$ cat src/rtl/sreg_pkg.sv
// Package: stage counts, stream word type and buffer constants for the dual shift register
`default_nettype none
package sreg_pkg;
   localparam int unsigned STAGES_SHORT = 16;
   localparam int unsigned STAGES_LONG  = 32;
   localparam int unsigned BUF_DEPTH    = 2;
   localparam logic [1:0]  BUF_EMPTY    = 2'h0;
   localparam logic [1:0]  BUF_FULL     = 2'h2;
   localparam logic [1:0]  CNT_ONE      = 2'h1;
   localparam logic        SEL_HEAD     = 1'h0;

   // One bit for each half, moved together on a shift step
   typedef struct packed {
      logic half_b;
      logic half_a;
   } pair_t;

   // Phase of the single link clock after sampling
   typedef enum logic [1:0] {
      PH_IDLE   = 2'b00,
      PH_ACTIVE = 2'b01
   } phase_t;
endpackage
`default_nettype wire

$ cat src/rtl/dual_shift_reg.sv
// Dual static serial shift register driven by one external clock pin
`default_nettype none
// Function
// - One clock pin; complement phase made inside
// - Clock rising captures serial input into stage
// - Output changes only on a pop, at either clock level
// - Clock falling advances one bit per cycle while the buffer has room or out_ready is high
// - Stages hold their value statically
// - Two identical independent halves share clock
// - Each half is 16 or 32 stages
// - Any rate to stop; contents kept halted
module dual_shift_reg
   import sreg_pkg::*;
#(
   parameter int unsigned STAGES = STAGES_SHORT
) (
   // System
   input  wire logic core_clk,
   input  wire logic arst_n,
   // Link pins
   input  wire logic shift_clk,
   input  wire pair_t ser_in,
   // Output stream
   output logic      out_valid,
   input  wire logic out_ready,
   output pair_t     ser_out,
   // Back-pressure toward the source
   output logic      shift_ready
);

   // ---------------------------------------------------------------
   // Pin synchronisers
   // ---------------------------------------------------------------
   logic  clk_s1_q, clk_s2_q, clk_s3_q;
   pair_t din_s1_q, din_s2_q;

   always_ff @(posedge core_clk or negedge arst_n) begin
      if (!arst_n) begin
         clk_s1_q <= 1'b0;
         clk_s2_q <= 1'b0;
         clk_s3_q <= 1'b0;
         din_s1_q <= '0;
         din_s2_q <= '0;
      end else begin
         clk_s1_q <= shift_clk;
         clk_s2_q <= clk_s1_q;
         clk_s3_q <= clk_s2_q;
         din_s1_q <= ser_in;
         din_s2_q <= din_s1_q;
      end
   end

   // ---------------------------------------------------------------
   // Phase decode
   // ---------------------------------------------------------------
   phase_t phase;
   wire    clk_rise;
   wire    clk_fall;
   wire    buf_in_ready;

   // Complement phase is derived here, so only one clock pin exists
   assign phase    = clk_s2_q ? PH_ACTIVE : PH_IDLE;
   assign clk_rise = clk_s2_q & ~clk_s3_q;
   // A fall with the buffer full and out_ready low is lost; shift_ready warns the source
   assign clk_fall = ~clk_s2_q & clk_s3_q & buf_in_ready;

   // ---------------------------------------------------------------
   // Master latches and slave chains, one per half
   // ---------------------------------------------------------------
   // No reset on data: a real register powers up with random content
   pair_t              master_q;
   logic [STAGES-1:0]  chain_a_q;
   logic [STAGES-1:0]  chain_b_q;

   always_ff @(posedge core_clk) begin
      if (clk_rise) begin
         master_q <= din_s2_q;
      end
   end

   always_ff @(posedge core_clk) begin
      if (clk_fall) begin
         chain_a_q <= {chain_a_q[STAGES-2:0], master_q.half_a};
         chain_b_q <= {chain_b_q[STAGES-2:0], master_q.half_b};
      end
   end

   // ---------------------------------------------------------------
   // Stage taps
   // ---------------------------------------------------------------
   pair_t tail;
   assign tail.half_a = chain_a_q[STAGES-1];
   assign tail.half_b = chain_b_q[STAGES-1];

   // ---------------------------------------------------------------
   // Two-entry output buffer
   // ---------------------------------------------------------------
   pair_t      mem_q [BUF_DEPTH];
   logic       wr_q, rd_q;
   logic [1:0] cnt_q;
   wire        push;
   wire        pop;

   assign buf_in_ready = (cnt_q != BUF_FULL) | out_ready;
   // Ready ignores out_ready: the fall lands three cycles after the pin, when the
   // consumer may have stalled, so only a free slot is a promise that holds
   assign shift_ready  = (cnt_q != BUF_FULL);
   assign out_valid    = (cnt_q != BUF_EMPTY);
   assign push         = clk_fall;
   assign pop          = out_valid & out_ready;

   always_ff @(posedge core_clk or negedge arst_n) begin
      if (!arst_n) begin
         wr_q  <= 1'b0;
         rd_q  <= 1'b0;
         cnt_q <= BUF_EMPTY;
      end else begin
         if (push) begin
            wr_q <= ~wr_q;
         end
         if (pop) begin
            rd_q <= ~rd_q;
         end
         if (push & ~pop) begin
            cnt_q <= cnt_q + CNT_ONE;
         end else if (pop & ~push) begin
            cnt_q <= cnt_q - CNT_ONE;
         end
      end
   end

   // Entry written is the bit leaving the chain on this step
   always_ff @(posedge core_clk) begin
      if (push) begin
         mem_q[wr_q] <= tail;
      end
   end

   // ---------------------------------------------------------------
   // Output register
   // ---------------------------------------------------------------
   // Output holds the previous word until a pop, whatever the clock phase
   always_ff @(posedge core_clk or negedge arst_n) begin
      if (!arst_n) begin
         ser_out <= '0;
      end else if (pop) begin
         ser_out <= mem_q[rd_q];
      end
   end
endmodule
`default_nettype wire

$ cat config.mk
export PLATFORM = sky130hd
export DESIGN_NAME = dual_shift_reg
export DESIGN_NICKNAME = d
export VERILOG_FILES = /design/src/rtl/sreg_pkg.sv /design/src/rtl/dual_shift_reg.sv
export SDC_FILE = /design/constraint.sdc
export NUM_CORES = 1
export LEC_CHECK = 0
export ABC_AREA = 1
export BUFFER_PORTS_ARGS = -buffer_cell sky130_fd_sc_hd__clkbuf_2
export CAP_MARGIN = 20
export CORE_AREA = 2 2 85 87
export CTS_CLUSTER_SIZE = 24
export DETAILED_ROUTE_END_ITERATION = 10
export DIE_AREA = 0 0 87 89
export HOLD_SLACK_MARGIN = 0.08
export PLACE_DENSITY = 0.48
export SETUP_SLACK_MARGIN = 0.05
export SLEW_MARGIN = 40
export SYNTH_ARGS = -nofsm -noshare
export SYNTH_HDL_FRONTEND = slang
export SYNTH_SLANG_ARGS = --single-unit
$ cat constraint.sdc
create_clock -name core_clk -period 4.7 [get_ports core_clk]
set_clock_uncertainty 0.15 [all_clocks]
set_input_delay 1.175 -clock core_clk [delete_from_list [all_inputs] [get_ports core_clk]]
set_output_delay 1.175 -clock core_clk [all_outputs]
set_load 0.005 [all_outputs]
==> impl_metrics.toml <==
[critical_path]
start_kind = "flop"
cp_cell_sequence = "inv_2, nand2_1, clkbuf_2"
slowest_stage = "dfrtp_1"
worstPathRequired_ns = 3.38
cp_max_fo = 4
max_stage_delay_ns = 0.42
end_kind = "output pin"
path_class = "reg2out"
arrival_ns = 0.98

[clocking]
cts_made_buffers = 5
cts_tree = "built"
root_buffer = "clkbuf_8"
htreeDepth = 2
cts_hold_buf = 0
clk_pin_slew_ns = 0.09
clk_path_buf_depth = 2
clk_latency_ns = 0.29
cts_setup_buffers = 0
cts-resized-gates = 0
cts_sinks = 51

[timing]
max_freq_ghz = 0.433
rsz0062_at_grt = "no"
period_share = 0.491
max-slew-margin-rel = 0.740
final-hold-violation-count = 0
fin_crit_ns = 2.31
finalMaxSlewViolations = 0
setup_violations = 0
setup_tns_ns = 0
tightest_slew_ns = 0.390

[drt]
vias_per_cell = 3.77
routed_wl_mm = 2.07
detail-route-antenna-nets = 0
wire_per_inst_um = 10.6
firstDrtPassIters = 5
drcViolationCount = 0
via_count = 736
drtIter0Drc = 60

[yosys]
seq_area_frac_synth = 0.875
synth_flop_cell = "edfxtp_1"
synth-seq-cells = 51
ys_warn_count = 0
synth_area_leaders = "edfxtp_1 (68%), dfrtp_1 (19%), nand2_1 (5.2%)"
ys_types = 12
netlist_area_sq_um = 1680
postSynthAreaPerCell_sq_um = 17.3
yosysMostFrequentCell = "edfxtp_1"
synth_top_area_share = 0.681
synth_largest_area_cell = "edfxtp_1"
syn-num-nets = 104
synth_edf_count = 38
synthTopCellsByCount = "edfxtp_1 (38), nand2_1 (23), dfrtp_1 (13)"
async_flop_share = 0.255
synthCells = 97

[placement]
dpl.hpwl_mm = 1.37
gp_congestion = 0.737
port_buffers = 9

[global_route]
grt_overflow = 0
grt_pass1_wl_mm = 3.51
grt_pass1_vias = 807
grt_max_degree = 33
grt_use_total = 0.0593
antenna_found_initial = 0

[floorplan]
die_y_um = 89
initial_utilization = 0.249
io_pins = 10
core_sq_um = 6720
die_area_sq_um = 7740
row_count = 30
die_x_um = 87

[finish]
nets = 121
fillers = 649
syn2layout_area_growth_pct = 15.8
final_util = 0.289
n_antenna_cell = 0
final_layout_size_suffix_gt1_frac = 0.200

[outcome]
status = "completed"

[job]
drv_cap = 0

[power]
finalPower_uw = 990
p_per_area_nw_per_um2 = 510
irDropWorstVdd_mv = 0.175
leakagePower_nw = 0.773

[hold_path]
hp-class = "reg2reg"
## kinds of logic (layout without fill, tap and decap cells)
| group | after synthesis | after routing | share of synthesized area |
|---|---|---|---|
| flops | 51 | 51 | 0.875 |
| simple gates | 32 | 32 | 0.0844 |
| buf+inv | 12 | 30 | 0.0276 |
| fa+ha+maj | 1 | 1 | 0.00747 |
| xor+xnor | 1 | 1 | 0.00523 |
## where the power goes
| part | internal, mW | leakage [nW] | switching, mW |
|---|---|---|---|
| combinational | 0.0502 | 0.205 | 0.0836 |
| sequential | 0.545 | 0.509 | 0.0287 |
| clock | 0.151 | 0.0594 | 0.131 |
| total | 0.746 | 0.773 | 0.244 |
## per-stage QoR
step           instances  instance area (sq um)  setup slack, ns  hold WS, ns
3_3_place_gp         187                   1830             2.28        0.190
2_1_floorplan         97                   1680             1.80        0.181
6_report             195                   1940             2.39        0.203
4_1_cts              195                   1940             2.38        0.206
5_1_grt              195                   1940             2.32        0.211
3_5_place_dp         187                   1830             2.19        0.186
## registers in the layout, indices dropped and copies added, names as in the netlist
signal	cells
din_s1_q	2
clk_s2_q	1
master_q	2
mem_q	4
wr_q	1
chain_a_q	16
ser_out	2
rd_q	1
chain_b_q	16
clk_s1_q	1
cnt_q	2
clk_s3_q	1
din_s2_q	2
## path summary, 6_finish.rpt
kind	startpoint	to	slack [ns]	depth (start not counted)
setup reg to reg	clk_s2_q$_DFF_PN0_	chain_b_q[7]$_DFFE_PP_	3.05	4
hold reg to reg	clk_s1_q$_DFF_PN0_	clk_s2_q$_DFF_PN0_	0.20	0
setup / recovery	cnt_q[0]$_DFFE_PN0P_	shift_ready	2.39	3
hold / removal	clk_s1_q$_DFF_PN0_	clk_s2_q$_DFF_PN0_	0.20	0
min in group asynchronous	arst_n	din_s1_q[0]$_DFF_PN0_	0.61	1
max in group asynchronous	arst_n	ser_out[1]$_DFFE_PN0P_	3.54	1
## placed cells by master (no fill, tap or decap), types with 2 or more instances in the layout
master | synthesis | final
edfxtp_1 | 38 | 38
nand2_1 | 23 | 23
dfrtp_1 | 13 | 13
inv_1 | 9 | 9
clkbuf_2 | 0 | 9
clkbuf_8 | 0 | 6
nand3_1 | 3 | 3
nor2_1 | 3 | 3
inv_2 | 2 | 2
nand2_4 | 2 | 2
clkinv_2 | 1 | 2
## layer usage
metal | vias up | track usage | share of wire | routed length (um)
li1 | 360 | - | - | -
met1 | 367 | 0.0733 | 0.49 | 1010
met2 | 9 | 0.0930 | 0.47 | 984
met3 | 0 | 0.0259 | 0.036 | 75
met4 | 0 | 0.0213 | 0 | 0
met5 | - | 0 | 0 | 0
## final cells by class
| type | instances | area (sq um) | share of cell area |
|---|---|---|---|
| clock inverter | 1 | 5.00 | 0.00258 |
| timing repair buffer | 10 | 52.6 | 0.0271 |
| sequential | 51 | 1470 | 0.756 |
| multi-input combinational | 34 | 163 | 0.0838 |
| clock buffer | 7 | 108 | 0.0554 |
| tap | 80 | 100 | 0.0516 |
| inverter | 12 | 46.3 | 0.0239 |
## worst max-delay path, delay by kind of cell, from the launching register on
family | cells | cell delay, ns
DFF | 1 | 0.42
and+or+nand+nor | 1 | 0.06
buffers and inverters | 2 | 0.22
Note: power is estimated with default switching activity, not from simulation.
